===== src/shared/df_pkg.sv =====
// constants and types shared by both ends of the double frequency link
// assumes a 10 MHz core clock on both ends
package df_pkg;

    // ---------------------------------------------------------------
    // timing
    // ---------------------------------------------------------------
    localparam int CLK_NS = 100;
    localparam int PULSE_NS = 100;
    localparam int PULSE_CYC = (PULSE_NS + CLK_NS - 1) / CLK_NS;
    localparam int BYTE_NS = 3200;
    localparam int BYTE_CYC = BYTE_NS / CLK_NS;
    localparam int CELL_CYC = BYTE_CYC / 8;
    localparam int MARK_NS = 40000;
    localparam int MARK_CYC = MARK_NS / CLK_NS;
    localparam int REV_FAST_US = 25000;
    localparam int REV_SLOW_US = 40000;
    localparam int REV_FAST_CYC = REV_FAST_US * 1000 / CLK_NS;
    localparam int REV_SLOW_CYC = REV_SLOW_US * 1000 / CLK_NS;

    // ---------------------------------------------------------------
    // sector format
    // ---------------------------------------------------------------
    localparam int RPM = 2400;
    localparam int SECTORS = 8;
    localparam int SLOT_ERR_US = 14;
    localparam int TOL_US = 200;
    localparam int USABLE_US =
        (998 * 60000) / (RPM * SECTORS) - SLOT_ERR_US;
    localparam int DATA_BYTES =
        (USABLE_US - TOL_US) * 1000 / BYTE_NS;
    localparam int PRE_BYTES = 6;
    localparam int PRE_LONG_BYTES = 16;
    localparam int SYNC_BYTES = 2;
    localparam int HDR_BYTES = 2;
    localparam int CHK_BYTES = 2;
    localparam int GAP_BYTES = 1;
    localparam int POST_BYTES = 2;
    localparam logic [7:0] ZERO_BYTE = 8'h00;
    localparam logic [7:0] SYNC_BYTE = 8'h03;
    localparam logic [15:0] SYNC_WORD = 16'h0303;
    localparam int FIFO_W = 8;
    localparam int FIFO_D = 4;

    typedef enum logic [1:0] {OP_FORMAT, OP_WRITE, OP_READ} op_t;

endpackage


===== src/shared/df_link_if.sv =====
// the pins between disk controller and drive
// assumes both ends sample these through their own synchronisers
`timescale 1ns/1ps
interface df_link_if;
    logic wr_pulse;
    logic write_gate;
    logic erase_gate;
    logic read_gate;
    logic read_clock;
    logic read_data;
    logic sector_mark_n;
    logic index_mark_n;

    modport ctrl (
        output wr_pulse, write_gate, erase_gate, read_gate,
        input read_clock, read_data, sector_mark_n, index_mark_n
    );
    modport drive (
        input wr_pulse, write_gate, erase_gate, read_gate,
        output read_clock, read_data, sector_mark_n, index_mark_n
    );
endinterface


===== src/hdl/controller_end.sv =====
// controller end: sector formatter, encoder and decoder, write FIFO
// assumes the drive answers on the link pins in the same clock rate
`timescale 1ns/1ps
module byte_fifo #(
    parameter int W = 8,
    parameter int D = 4
) (
    input wire logic core_clk, // clock
    input wire logic rst_b, // synchronous reset, active low
    input wire logic ce, // clock enable
    input wire logic [W-1:0] in_data, // write data
    input wire logic in_valid, // write request
    output logic in_ready, // room left
    output logic [W-1:0] out_data, // head word
    output logic out_valid, // head word present
    input wire logic out_ready // head word taken
);
    localparam int AW = $clog2(D);
    logic [W-1:0] mem_reg [D];
    logic [AW-1:0] wp_reg, wp_next, rp_reg, rp_next;
    logic [AW:0] cnt_reg, cnt_next;
    logic rdy_reg, push, pop;

    always_comb begin
        push = in_valid && rdy_reg;
        pop = out_ready && cnt_reg != '0;
        wp_next = wp_reg;
        rp_next = rp_reg;
        if (push) wp_next = (wp_reg == AW'(D - 1)) ? '0 : wp_reg + 1'b1;
        if (pop) rp_next = (rp_reg == AW'(D - 1)) ? '0 : rp_reg + 1'b1;
        cnt_next = cnt_reg + (AW+1)'(push) - (AW+1)'(pop);
    end

    always_ff @(posedge core_clk) begin
        if (!rst_b) begin
            wp_reg <= '0;
            rp_reg <= '0;
            cnt_reg <= '0;
            rdy_reg <= 1'b0;
        end else if (ce) begin
            wp_reg <= wp_next;
            rp_reg <= rp_next;
            cnt_reg <= cnt_next;
            rdy_reg <= cnt_next < (AW+1)'(D);
            if (push) mem_reg[wp_reg] <= in_data;
        end
    end

    assign in_ready = rdy_reg;
    assign out_data = mem_reg[rp_reg];
    assign out_valid = cnt_reg != '0;
endmodule

// Functional notes
// - every bit cell opens with clock pulse
// - one bit adds mid-cell data pulse
// - every pulse lasts nominally 100 ns
// - clock and data share one write line
// - drive flips flux once per pulse
// - drive returns clock and data separately
// - revolution 25 ms, 40 ms slow variant
// - equal sectors, revolution over sector count
// - preamble and postamble hold clock pulses only
// - data field length fixed, guards absorb
// - sync, header, check, gap, sync, data, check
// - preamble bytes are hex zero
// - write gate one byte after header check
// - read gate at preamble midpoint
// - field byte counts and byte time
// - usable sector time from formula
// - data bytes fit usable time less tolerances
// - sync is two bytes hex 03
// - gates drop at next sector mark; read gate drops after the header or data check bytes instead
// - drive sector mark active low 40 us
module controller_end (
    input wire logic core_clk, // 10 MHz clock
    input wire logic rst_b, // synchronous reset, active low
    input wire logic ce, // clock enable
    df_link_if.ctrl link, // link pins
    input wire logic start, // pulse: begin operation at next mark
    input wire df_pkg::op_t op, // format, write data or read
    input wire logic long_pre, // 16 byte preamble
    input wire logic [15:0] hdr_in, // header to format
    input wire logic [7:0] wr_byte, // data byte to write
    input wire logic wr_valid, // data byte offered
    output logic wr_ready, // FIFO has room
    output logic [7:0] rd_byte, // data byte read
    output logic rd_valid, // pulse: rd_byte valid
    output logic [15:0] hdr_out, // header read
    output logic busy, // operation running
    output logic done, // pulse: operation ended
    output logic hdr_err, // header check mismatch
    output logic data_err, // data check mismatch
    output logic underrun // FIFO empty during data field
);
    typedef enum logic [3:0] {
        ST_IDLE, ST_WAIT, ST_PRE, ST_SYNC1, ST_HDR, ST_HCHK, ST_GAP,
        ST_SYNC2, ST_DATA, ST_DCHK, ST_POST, ST_RD_HALF, ST_RD_HDR,
        ST_WDLY, ST_RD_GAP, ST_RD_DATA
    } st_t;

    // ---------------------------------------------------------------
    // synchronisers and write FIFO
    // ---------------------------------------------------------------
    logic sm_s1_reg, sm_s2_reg, sm_s3_reg, rc_s1_reg, rc_s2_reg, rc_s3_reg;
    logic rd_s1_reg, rd_s2_reg, rd_s3_reg, lead, fifo_pop, fifo_valid;
    logic [7:0] fifo_data;

    always_ff @(posedge core_clk) begin
        if (!rst_b) begin
            {sm_s1_reg, sm_s2_reg, sm_s3_reg} <= 3'h7;
            {rc_s1_reg, rc_s2_reg, rc_s3_reg} <= 3'h0;
            {rd_s1_reg, rd_s2_reg, rd_s3_reg} <= 3'h0;
        end else if (ce) begin
            {sm_s1_reg, sm_s2_reg, sm_s3_reg} <=
                {link.sector_mark_n, sm_s1_reg, sm_s2_reg};
            {rc_s1_reg, rc_s2_reg, rc_s3_reg} <=
                {link.read_clock, rc_s1_reg, rc_s2_reg};
            {rd_s1_reg, rd_s2_reg, rd_s3_reg} <=
                {link.read_data, rd_s1_reg, rd_s2_reg};
        end
    end

    assign lead = sm_s3_reg && !sm_s2_reg;

    byte_fifo #(.W(df_pkg::FIFO_W), .D(df_pkg::FIFO_D)) u_fifo (
        .core_clk(core_clk), .rst_b(rst_b), .ce(ce),
        .in_data(wr_byte), .in_valid(wr_valid), .in_ready(wr_ready),
        .out_data(fifo_data), .out_valid(fifo_valid), .out_ready(fifo_pop)
    );

    // ---------------------------------------------------------------
    // read decoder
    // ---------------------------------------------------------------
    logic rg_reg, open_reg, open_next, one_reg, one_next, fr_reg, fr_next;
    logic stb_reg, stb_next, nbit;
    logic [15:0] sh_reg, sh_next;
    logic [2:0] bc_reg, bc_next;
    logic [7:0] rx_reg, rx_next;

    always_comb begin
        {open_next, one_next, fr_next} = {open_reg, one_reg, fr_reg};
        {sh_next, bc_next, rx_next, stb_next} = {sh_reg, bc_reg, rx_reg, 1'b0};
        nbit = one_reg;
        if (!rg_reg) begin
            {open_next, one_next, fr_next} = 3'h0;
        end else begin
            if (rd_s2_reg && !rd_s3_reg) one_next = 1'b1;
            if (rc_s2_reg && !rc_s3_reg) begin
                open_next = 1'b1;
                one_next = 1'b0;
                if (open_reg) begin
                    sh_next = {sh_reg[14:0], nbit};
                    if (fr_reg) begin
                        bc_next = bc_reg + 3'h1;
                        if (bc_reg == 3'h7) begin
                            stb_next = 1'b1;
                            rx_next = {sh_reg[6:0], nbit};
                        end
                    end else if ({sh_reg[14:0], nbit} == df_pkg::SYNC_WORD) begin
                        fr_next = 1'b1;
                        bc_next = 3'h0;
                    end
                end
            end
        end
    end

    always_ff @(posedge core_clk) begin
        if (!rst_b) begin
            {open_reg, one_reg, fr_reg, stb_reg} <= 4'h0;
            sh_reg <= 16'h0000;
            bc_reg <= 3'h0;
            rx_reg <= 8'h00;
        end else if (ce) begin
            {open_reg, one_reg, fr_reg, stb_reg} <=
                {open_next, one_next, fr_next, stb_next};
            sh_reg <= sh_next;
            bc_reg <= bc_next;
            rx_reg <= rx_next;
        end
    end

    // ---------------------------------------------------------------
    // sector sequencer and encoder
    // ---------------------------------------------------------------
    st_t st_reg, st_next;
    df_pkg::op_t op_reg, op_next;
    logic [15:0] cnt_reg, cnt_next, chk_reg, chk_next, len;
    logic [15:0] hdr_reg, hdr_next, hout_reg, hout_next;
    logic [4:0] cyc_reg, cyc_next;
    logic [7:0] tx, rdb_reg, rdb_next;
    logic [2:0] bi;
    logic lp_reg, lp_next, wg_reg, wg_next, rg_next, wp_reg, wp_next;
    logic busy_reg, busy_next, done_reg, done_next, rdv_reg, rdv_next;
    logic he_reg, he_next, de_reg, de_next, ur_reg, ur_next, bend, last;

    always_comb begin
        st_next = st_reg;
        {op_next, hdr_next, hout_next, lp_next} = {op_reg, hdr_reg, hout_reg,
                                                    lp_reg};
        {cnt_next, chk_next, rdb_next} = {cnt_reg, chk_reg, rdb_reg};
        {wg_next, rg_next, busy_next} = {wg_reg, rg_reg, busy_reg};
        {he_next, de_next, ur_next} = {he_reg, de_reg, ur_reg};
        {done_next, rdv_next, fifo_pop} = 3'h0;
        cyc_next = cyc_reg + 5'h01;
        bend = cyc_reg == 5'(df_pkg::BYTE_CYC - 1);
        case (st_reg)
            ST_PRE: len = lp_reg ? 16'(df_pkg::PRE_LONG_BYTES)
                                 : 16'(df_pkg::PRE_BYTES);
            ST_SYNC1, ST_SYNC2: len = 16'(df_pkg::SYNC_BYTES);
            ST_HDR: len = 16'(df_pkg::HDR_BYTES);
            ST_GAP: len = 16'(df_pkg::GAP_BYTES);
            ST_DATA: len = 16'(df_pkg::DATA_BYTES);
            ST_RD_HALF: len = (lp_reg ? 16'(df_pkg::PRE_LONG_BYTES)
                                      : 16'(df_pkg::PRE_BYTES)) >> 1;
            default: len = 16'(df_pkg::CHK_BYTES);
        endcase
        last = cnt_reg == len - 16'h0001;
        case (st_reg)
            ST_SYNC1, ST_SYNC2: tx = df_pkg::SYNC_BYTE;
            ST_HDR: tx = cnt_reg[0] ? hdr_reg[7:0] : hdr_reg[15:8];
            ST_HCHK, ST_DCHK: tx = cnt_reg[0] ? chk_reg[7:0] : chk_reg[15:8];
            ST_DATA: tx = fifo_valid ? fifo_data : df_pkg::ZERO_BYTE;
            default: tx = df_pkg::ZERO_BYTE;
        endcase
        bi = 3'(int'(cyc_reg) / df_pkg::CELL_CYC);
        wp_next = wg_reg && (int'(cyc_reg) % df_pkg::CELL_CYC == 0
            || (int'(cyc_reg) % df_pkg::CELL_CYC == df_pkg::CELL_CYC / 2
                && tx[3'h7 - bi]));
        case (st_reg)
            ST_IDLE: begin
                cyc_next = 5'h00;
                if (start) begin
                    {op_next, hdr_next, lp_next} = {op, hdr_in, long_pre};
                    {he_next, de_next, ur_next} = 3'h0;
                    busy_next = 1'b1;
                    st_next = ST_WAIT;
                end
            end
            ST_WAIT: begin
                cyc_next = 5'h00;
                cnt_next = 16'h0000;
                if (lead) begin
                    if (op_reg == df_pkg::OP_FORMAT) begin
                        wg_next = 1'b1;
                        st_next = ST_PRE;
                    end else begin
                        st_next = ST_RD_HALF;
                    end
                end
            end
            ST_RD_HALF: if (bend) begin
                cnt_next = cnt_reg + 16'h0001;
                if (last) begin
                    rg_next = 1'b1;
                    cnt_next = 16'h0000;
                    chk_next = 16'h0000;
                    st_next = ST_RD_HDR;
                end
            end
            ST_RD_HDR, ST_RD_DATA: if (stb_reg) begin
                cnt_next = cnt_reg + 16'h0001;
                if (st_reg == ST_RD_HDR && cnt_reg < 16'h0002) begin
                    hout_next = {hout_reg[7:0], rx_reg};
                    chk_next = chk_reg + 16'(rx_reg);
                end else if (st_reg == ST_RD_DATA
                             && cnt_reg < 16'(df_pkg::DATA_BYTES)) begin
                    {rdb_next, rdv_next} = {rx_reg, 1'b1};
                    chk_next = chk_reg + 16'(rx_reg);
                end else if (rx_reg != (cnt_reg[0] ? chk_reg[7:0]
                                                   : chk_reg[15:8])) begin
                    he_next = he_reg || st_reg == ST_RD_HDR;
                    de_next = de_reg || st_reg == ST_RD_DATA;
                end
                if (st_reg == ST_RD_HDR && cnt_reg == 16'h0003) begin
                    rg_next = 1'b0;
                    cnt_next = 16'h0000;
                    cyc_next = 5'h00;
                    st_next = op_reg == df_pkg::OP_WRITE ? ST_WDLY : ST_RD_GAP;
                end
                if (st_reg == ST_RD_DATA && cnt_reg ==
                        16'(df_pkg::DATA_BYTES + df_pkg::CHK_BYTES - 1)) begin
                    {rg_next, busy_next, done_next} = 3'b001;
                    st_next = ST_IDLE;
                end
            end
            ST_WDLY: if (bend) begin
                wg_next = 1'b1;
                st_next = ST_GAP;
            end
            ST_RD_GAP: if (cyc_reg == 5'(df_pkg::BYTE_CYC
                                         * df_pkg::GAP_BYTES / 2 - 1)) begin
                rg_next = 1'b1;
                chk_next = 16'h0000;
                st_next = ST_RD_DATA;
            end
            ST_POST: ;
            default: if (bend) begin
                cnt_next = last ? 16'h0000 : cnt_reg + 16'h0001;
                if (st_reg == ST_HDR || st_reg == ST_DATA)
                    chk_next = chk_reg + 16'(tx);
                if (st_reg == ST_SYNC1 || st_reg == ST_SYNC2)
                    chk_next = 16'h0000;
                if (st_reg == ST_DATA) begin
                    fifo_pop = fifo_valid;
                    ur_next = ur_reg || !fifo_valid;
                end
                if (last) st_next = st_t'(st_reg + 4'h1);
            end
        endcase
        if (wg_reg && lead) begin
            {wg_next, busy_next, done_next} = 3'b001;
            // no pulse may leave on the edge that drops the gate
            wp_next = 1'b0;
            st_next = ST_IDLE;
        end
        if (st_reg == ST_RD_HDR || st_reg == ST_RD_DATA) begin
            if (!fr_reg) cnt_next = 16'h0000;
        end
    end

    always_ff @(posedge core_clk) begin
        if (!rst_b) begin
            st_reg <= ST_IDLE;
            op_reg <= df_pkg::OP_FORMAT;
            {cnt_reg, chk_reg, hdr_reg, hout_reg} <= 64'h0;
            cyc_reg <= 5'h00;
            rdb_reg <= 8'h00;
            {lp_reg, wg_reg, rg_reg, wp_reg, busy_reg} <= 5'h00;
            {done_reg, rdv_reg, he_reg, de_reg, ur_reg} <= 5'h00;
        end else if (ce) begin
            st_reg <= st_next;
            op_reg <= op_next;
            {cnt_reg, chk_reg, hdr_reg, hout_reg} <=
                {cnt_next, chk_next, hdr_next, hout_next};
            cyc_reg <= cyc_next;
            rdb_reg <= rdb_next;
            {lp_reg, wg_reg, rg_reg, wp_reg, busy_reg} <=
                {lp_next, wg_next, rg_next, wp_next, busy_next};
            {done_reg, rdv_reg, he_reg, de_reg, ur_reg} <=
                {done_next, rdv_next, he_next, de_next, ur_next};
        end
    end

    assign link.wr_pulse = wp_reg;
    assign link.write_gate = wg_reg;
    assign link.erase_gate = wg_reg;
    assign link.read_gate = rg_reg;
    assign {rd_byte, rd_valid, hdr_out} = {rdb_reg, rdv_reg, hout_reg};
    assign {busy, done, hdr_err, data_err, underrun} =
        {busy_reg, done_reg, he_reg, de_reg, ur_reg};

endmodule


===== src/flat_wrapper.sv =====
// flat-port wrapper written by rule: the top's interface ports become plain ports
module controller_end_flat 
  (core_clk, rst_b, ce, start, op, long_pre, hdr_in, wr_byte, wr_valid, wr_ready, rd_byte, rd_valid, hdr_out, busy, done, hdr_err, data_err, underrun, link_wr_pulse, link_write_gate, link_erase_gate, link_read_gate, link_read_clock, link_read_data, link_sector_mark_n, link_index_mark_n);
  df_link_if link_i ();
  input wire logic core_clk;
  input wire logic rst_b;
  input wire logic ce;
  input wire logic start;
  input wire df_pkg::op_t op;
  input wire logic long_pre;
  input wire logic [15:0] hdr_in;
  input wire logic [7:0] wr_byte;
  input wire logic wr_valid;
  output logic wr_ready;
  output logic [7:0] rd_byte;
  output logic rd_valid;
  output logic [15:0] hdr_out;
  output logic busy;
  output logic done;
  output logic hdr_err;
  output logic data_err;
  output logic underrun;
  output wire logic [$bits(link_i.wr_pulse)-1:0] link_wr_pulse;
  output wire logic [$bits(link_i.write_gate)-1:0] link_write_gate;
  output wire logic [$bits(link_i.erase_gate)-1:0] link_erase_gate;
  output wire logic [$bits(link_i.read_gate)-1:0] link_read_gate;
  input wire logic [$bits(link_i.read_clock)-1:0] link_read_clock;
  input wire logic [$bits(link_i.read_data)-1:0] link_read_data;
  input wire logic [$bits(link_i.sector_mark_n)-1:0] link_sector_mark_n;
  input wire logic [$bits(link_i.index_mark_n)-1:0] link_index_mark_n;
  assign link_wr_pulse = link_i.wr_pulse;
  assign link_write_gate = link_i.write_gate;
  assign link_erase_gate = link_i.erase_gate;
  assign link_read_gate = link_i.read_gate;
  assign link_i.read_clock = link_read_clock;
  assign link_i.read_data = link_read_data;
  assign link_i.sector_mark_n = link_sector_mark_n;
  assign link_i.index_mark_n = link_index_mark_n;
  controller_end u_core (.core_clk(core_clk), .rst_b(rst_b), .ce(ce), .link(link_i), .start(start), .op(op), .long_pre(long_pre), .hdr_in(hdr_in), .wr_byte(wr_byte), .wr_valid(wr_valid), .wr_ready(wr_ready), .rd_byte(rd_byte), .rd_valid(rd_valid), .hdr_out(hdr_out), .busy(busy), .done(done), .hdr_err(hdr_err), .data_err(data_err), .underrun(underrun));
endmodule

===== config.mk =====
export PLATFORM = sky130hd
export DESIGN_NAME = controller_end_flat
export DESIGN_NICKNAME = d
export VERILOG_FILES = /design/src/shared/df_pkg.sv /design/src/shared/df_link_if.sv /design/src/hdl/controller_end.sv /design/src/flat_wrapper.sv
export SDC_FILE = /design/constraint.sdc
export NUM_CORES = 1
export LEC_CHECK = 0
export ABC_AREA = 1
export BUFFER_PORTS_ARGS = -buffer_cell sky130_fd_sc_hd__buf_2
export CORE_ASPECT_RATIO = 0.5
export CORE_MARGIN = 1.5
export CORE_UTILIZATION = 55
export CTS_CLUSTER_DIAMETER = 30
export DETAILED_ROUTE_END_ITERATION = 8
export PLACE_DENSITY = 0.88
export SYNTH_ARGS = -nofsm -noshare
export SYNTH_HDL_FRONTEND = slang
export SYNTH_SLANG_ARGS = --single-unit

===== constraint.sdc =====
create_clock -name core_clk -period 3.15 [get_ports core_clk]
set_input_delay 0.945 -clock core_clk [delete_from_list [all_inputs] [get_ports core_clk]]
set_output_delay 0.945 -clock core_clk [all_outputs]
set_load 0.005 [all_outputs]

==> summary.md <==
| Metric | Value |
|---|---|
| Endpoint of the most critical register-to-register path | u_core.u_fifo.in_ready |
| Clock period minus worst slack | between 3 and 4 ns |
| Sw power | 2.627 mW |
| Total nets after synthesis | between 1500 and 2000 |
| CP max FO | 5 |
| Flip-flop and latch count after synthesis | around 170 |
| WHS Endpoint | u_core.hdr_out[11] |
| Internal power of the cells | roughly 4.5 mW |
| Worst Skew | ~0.011 ns |
| Area of the die | around 19000 sq um |
| Violated checks | setup timing |
| Result of the run | finished, violations left |
| Required time of the worst setup path | roughly 3.5 ns |
| Drt wl/cell | roughly 16 um |
| Max-Slew Margin vs Limit | about 46% |
| Footprint of the flip-flops and latches | about 3800 sq um |
| Global router's overall resource usage | between 30% and 40% |
| Critical Path Source Type | flip-flop |
| Number of distinct library cell variants in the gate-level netlist after synthesis | 47 |
| DIE WIDTH | ~200 um |
| Vertical extent of the die | just under 100 um |
| Setup slack of the most critical reg-to-reg path | -0.02 ns |
| Post-synthesis instance area | between 10000 and 15000 sq um |
| Initial antenna violation count | 0 |
| Dominant cells by area after synthesis | sky130_fd_sc_hd__dfxtp_1 (28%), sky130_fd_sc_hd__nand2_1 (11%), sky130_fd_sc_hd__edfxtp_1 (9.4%) |
| Overflow after GRT | 0 |
| Vias in the first global route | ~10000 |
| Sequential area share after synthesis | 37.41% |
| Starting Density | 57.32% |
| Final antenna diode count | 0 |
| # Max-Cap Violations | 0 |
| Area taken by multi-input logic gates | about 5500 sq um |
| Drt initial violations | 1050 |
| Slew at the pin closest to its max-slew limit | 0.8061 ns |
| Number of warnings reported in the yosys synthesis log | 0 |
| Post-CTS clock slew at the launch and capture registers of the worst setup and hold paths | roughly 0.08 ns |
| Global placement routability congestion | between 0.9 and 1 |
| Number of design rule violations left after detail routing | 0 |
| Post-Syn Area per Cell | 6.838 sq um |
| Flip-flop count of the largest register after layout | 32 |
| Clock sink count | approximately 170 |
| Share of power burned in registers | around a third |
| Setup TNS | -0.01604 ns |
| Final instance count without filler cells | around 1900 |
| Post-synthesis xor/xnor area fraction | ~2.3% |
| Detailed-placement wirelength estimate | roughly 21 mm |
| Startpoint of the lowest-slack hold path | u_core.hdr_out[11] |
| Synth-to-layout area growth | 19.21% |
| Setup-failing EPs final | 1 |
| Number of placed I/O pins | 71 |
| Fraction of the mapped netlist area in simple logic gates | between 20% and 30% |
| TritonRoute pass-1 iters | 7 |
| Instance area at placement | between 10000 and 15000 sq um |
| Highest achievable clock rate | 315.9 MHz |
| Fin crit share | 100.5% |
| Wire length of the first global-routing pass | ~47 mm |
| Site row count | 34 |
| Crit Reg-Reg Startpoint | u_core.st_reg[0] |
| H-Tree Level Count | 4 |
| Most common cell after layout, fill and taps aside | sky130_fd_sc_hd__nand2_1 |
| Clock power frac | between 30% and 40% |
| Data arrival time of the critical path | 3.55 ns |
| Kind of path behind the tightest hold check | flip-flop to flip-flop |
| Pwr Total | roughly 7 mW |
| Vias post-DR | about 11000 |
| Buffer levels on the longest clock path | 2 |
| Clock latency on the worst-skew pair | ~0.45 ns |
| Final hold slack | 0.4426 ns |
| Inserted Clock Buffers | 17 |
| Share of post-route cells with drive strength above 1 | between 10% and 20% |
| Area of the core | between 15000 and 20000 sq um |
| Final Slew Violations | 0 |
| Fraction of registers with async set/reset | 0% |
| Cells on Worst Hold Path | 2 |
| Startpoint-to-endpoint class of the critical path | flip-flop to flip-flop |
| Average vias per placed instance | 5.691 |
| Fill cell instance count of the final layout | between 1000 and 1500 |
| Complex-gate fraction of the synthesized area | 20.65% |
| Most used cells in the layout excluding fill and tap cells | sky130_fd_sc_hd__nand2_1 (285), sky130_fd_sc_hd__inv_1 (175), sky130_fd_sc_hd__nor2_1 (163), sky130_fd_sc_hd__o21ai_0 (154), sky130_fd_sc_hd__a21oi_1 (152) |
| Post-route cell area | around 12000 sq um |
| Fraction of post-synthesis cell area in the top cell type by area | ~28% |
| IO buf count | 69 |
| Post-Syn Instances | 1487 |
| Adder-cell area share of the yosys netlist | under 10% |
| Setup slack after layout | -0.01604 ns |
| Number of nets at the end of the flow | ~1700 |
| VDD IR max | just over 0.5 mV |
| Flip-flop cell with the highest count after synthesis | sky130_fd_sc_hd__dfxtp_1 |
| Depth of the most critical reg-to-reg path | 18 |
| Cell taking the most area after synthesis | sky130_fd_sc_hd__dfxtp_1 |
| Largest net degree at the start of global routing | 72 |
| Drt total wl | 29.59 mm |
| Post-synth EDFFs | 32 |
| Root buffer cell | sky130_fd_sc_hd__clkbuf_16 |
| Setup repair after global routing missed its margin | true |
| TritonCTS clock tree | yes |
| Fraction of synthesized area in multiplexers | 0% |
| Combinational family with the most area after synthesis | simple AND/OR/NAND/NOR gates |
| Leak | between 5 and 6 nW |
| Number of routed nets with antenna violations | 0 |
| DP Cell Count | between 1500 and 2000 |
| Fraction of power consumed by combinational cells | a little over a third |
| Power density over cell area | a little under 600 nW/um^2 |
| Crit path capture type | flip-flop |
| Switching Share | a little under two fifths |
| Number of hold violations in the final report | 0 |
-- cells in the mapped netlist (6+ instances only) --
cell	n
sky130_fd_sc_hd__o21ai_0	164
sky130_fd_sc_hd__nand2_1	291
sky130_fd_sc_hd__inv_1	183
sky130_fd_sc_hd__a211oi_1	9
sky130_fd_sc_hd__nand3_1	64
sky130_fd_sc_hd__a21oi_1	157
sky130_fd_sc_hd__edfxtp_1	32
sky130_fd_sc_hd__clkbuf_1	49
sky130_fd_sc_hd__nor3_1	21
sky130_fd_sc_hd__nand4_1	15
sky130_fd_sc_hd__buf_2	13
sky130_fd_sc_hd__nor2_2	6
sky130_fd_sc_hd__dfxtp_1	142
sky130_fd_sc_hd__nor4_1	6
sky130_fd_sc_hd__o22ai_1	20
sky130_fd_sc_hd__nor2_1	168
sky130_fd_sc_hd__o211ai_1	8
sky130_fd_sc_hd__xor2_1	24
sky130_fd_sc_hd__nand2_2	6
sky130_fd_sc_hd__a31oi_1	7
sky130_fd_sc_hd__inv_2	7
sky130_fd_sc_hd__ha_1	38
sky130_fd_sc_hd__o21ai_1	8
-- worst max-delay path by stage --
stage                                start                      to  slack, ns  cells past startpoint
after CTS                 u_core.st_reg[0]      u_core.chk_reg[11]      -0.02                     21
after global routing      u_core.st_reg[0]  u_core.u_fifo.in_ready      -0.18                     18
after detailed placement  u_core.st_reg[0]  u_core.u_fifo.in_ready      -0.06                     19
final                     u_core.st_reg[0]  u_core.u_fifo.in_ready      -0.02                     18
after floorplan           u_core.st_reg[3]      u_core.chk_reg[12]      0.002                     20
after global placement    u_core.st_reg[0]      u_core.chk_reg[12]      0.006                     23
-- worst max-delay path: stages (launching register included) --
cell	delay (ns)
sky130_fd_sc_hd__dfxtp_4	0.37
sky130_fd_sc_hd__ha_2	0.19
sky130_fd_sc_hd__inv_1	0.09
sky130_fd_sc_hd__buf_4	0.13
sky130_fd_sc_hd__nor2_2	0.04
sky130_fd_sc_hd__nor2_1	0.12
sky130_fd_sc_hd__inv_1	0.11
sky130_fd_sc_hd__nor3_4	0.16
sky130_fd_sc_hd__inv_2	0.09
sky130_fd_sc_hd__nor4_4	0.29
sky130_fd_sc_hd__ha_1	0.27
sky130_fd_sc_hd__inv_1	0.06
sky130_fd_sc_hd__ha_2	0.17
sky130_fd_sc_hd__inv_2	0.04
sky130_fd_sc_hd__fa_2	0.36
sky130_fd_sc_hd__xnor2_2	0.17
sky130_fd_sc_hd__xor2_1	0.21
sky130_fd_sc_hd__nand2_1	0.10
sky130_fd_sc_hd__a21oi_2	0.13
-- area by class of cell --
type                    count  area share [%]
multi-input cells        1050           45.76
flip-flops and latches    174           31.46
inverters                 194           6.090
clock inverters            13           1.001
repair buffers            173           9.527
well taps                 234           2.415
clock buffers              19           3.747
-- power by group through the flow --
stage | logic, mW | registers, mW | clock network [mW]
2_1_floorplan | 1.42 | 2.48 | 0
5_1_grt | 2.73 | 2.48 | 2.22
3_3_place_gp | 2.15 | 2.49 | 0
3_5_place_dp | 2.19 | 2.50 | 0
4_1_cts | 2.23 | 2.45 | 2.13
6_report | 2.48 | 2.46 | 2.13
-- repair_timing --
item / in CTS / in global routing
pin swaps: 1 / 19
endpoints found under the setup margin: 8 / 26
hold buffers: 0 / 0
buffers inserted: 0 / 6
gates cloned: 0 / 1
resized for setup: 10 / 69
-- kinds of logic (layout without fill, tap and decap cells) --
logic type,Yosys count,in the layout
simple gates,591,591
compound gates,390,390
buf+inv,263,399
flops,174,174
fa+ha+maj,41,41
xor+xnor,27,27
other cells,1,1
-- stage by stage --
step                      utilization, %  worst slack (ns)
after detailed placement           63.48          -0.05597
final                              68.33          -0.01604
after floorplan                        -          0.001789
after CTS                          66.89          -0.01846
after global placement             63.48          0.005593
after global routing               68.33           -0.1779
-- metal layers --
metal	wire [um]	share of wire, %	vias up	track usage [%]
li1	-	-	5153	-
met1	12700	43	4898	39.67
met2	13980	47	452	51.73
met3	2386	8.1	66	4.951
met4	523	1.8	0	10.14
met5	0	0	-	0
No activity file was read; power rests on OpenSTA's default activity.
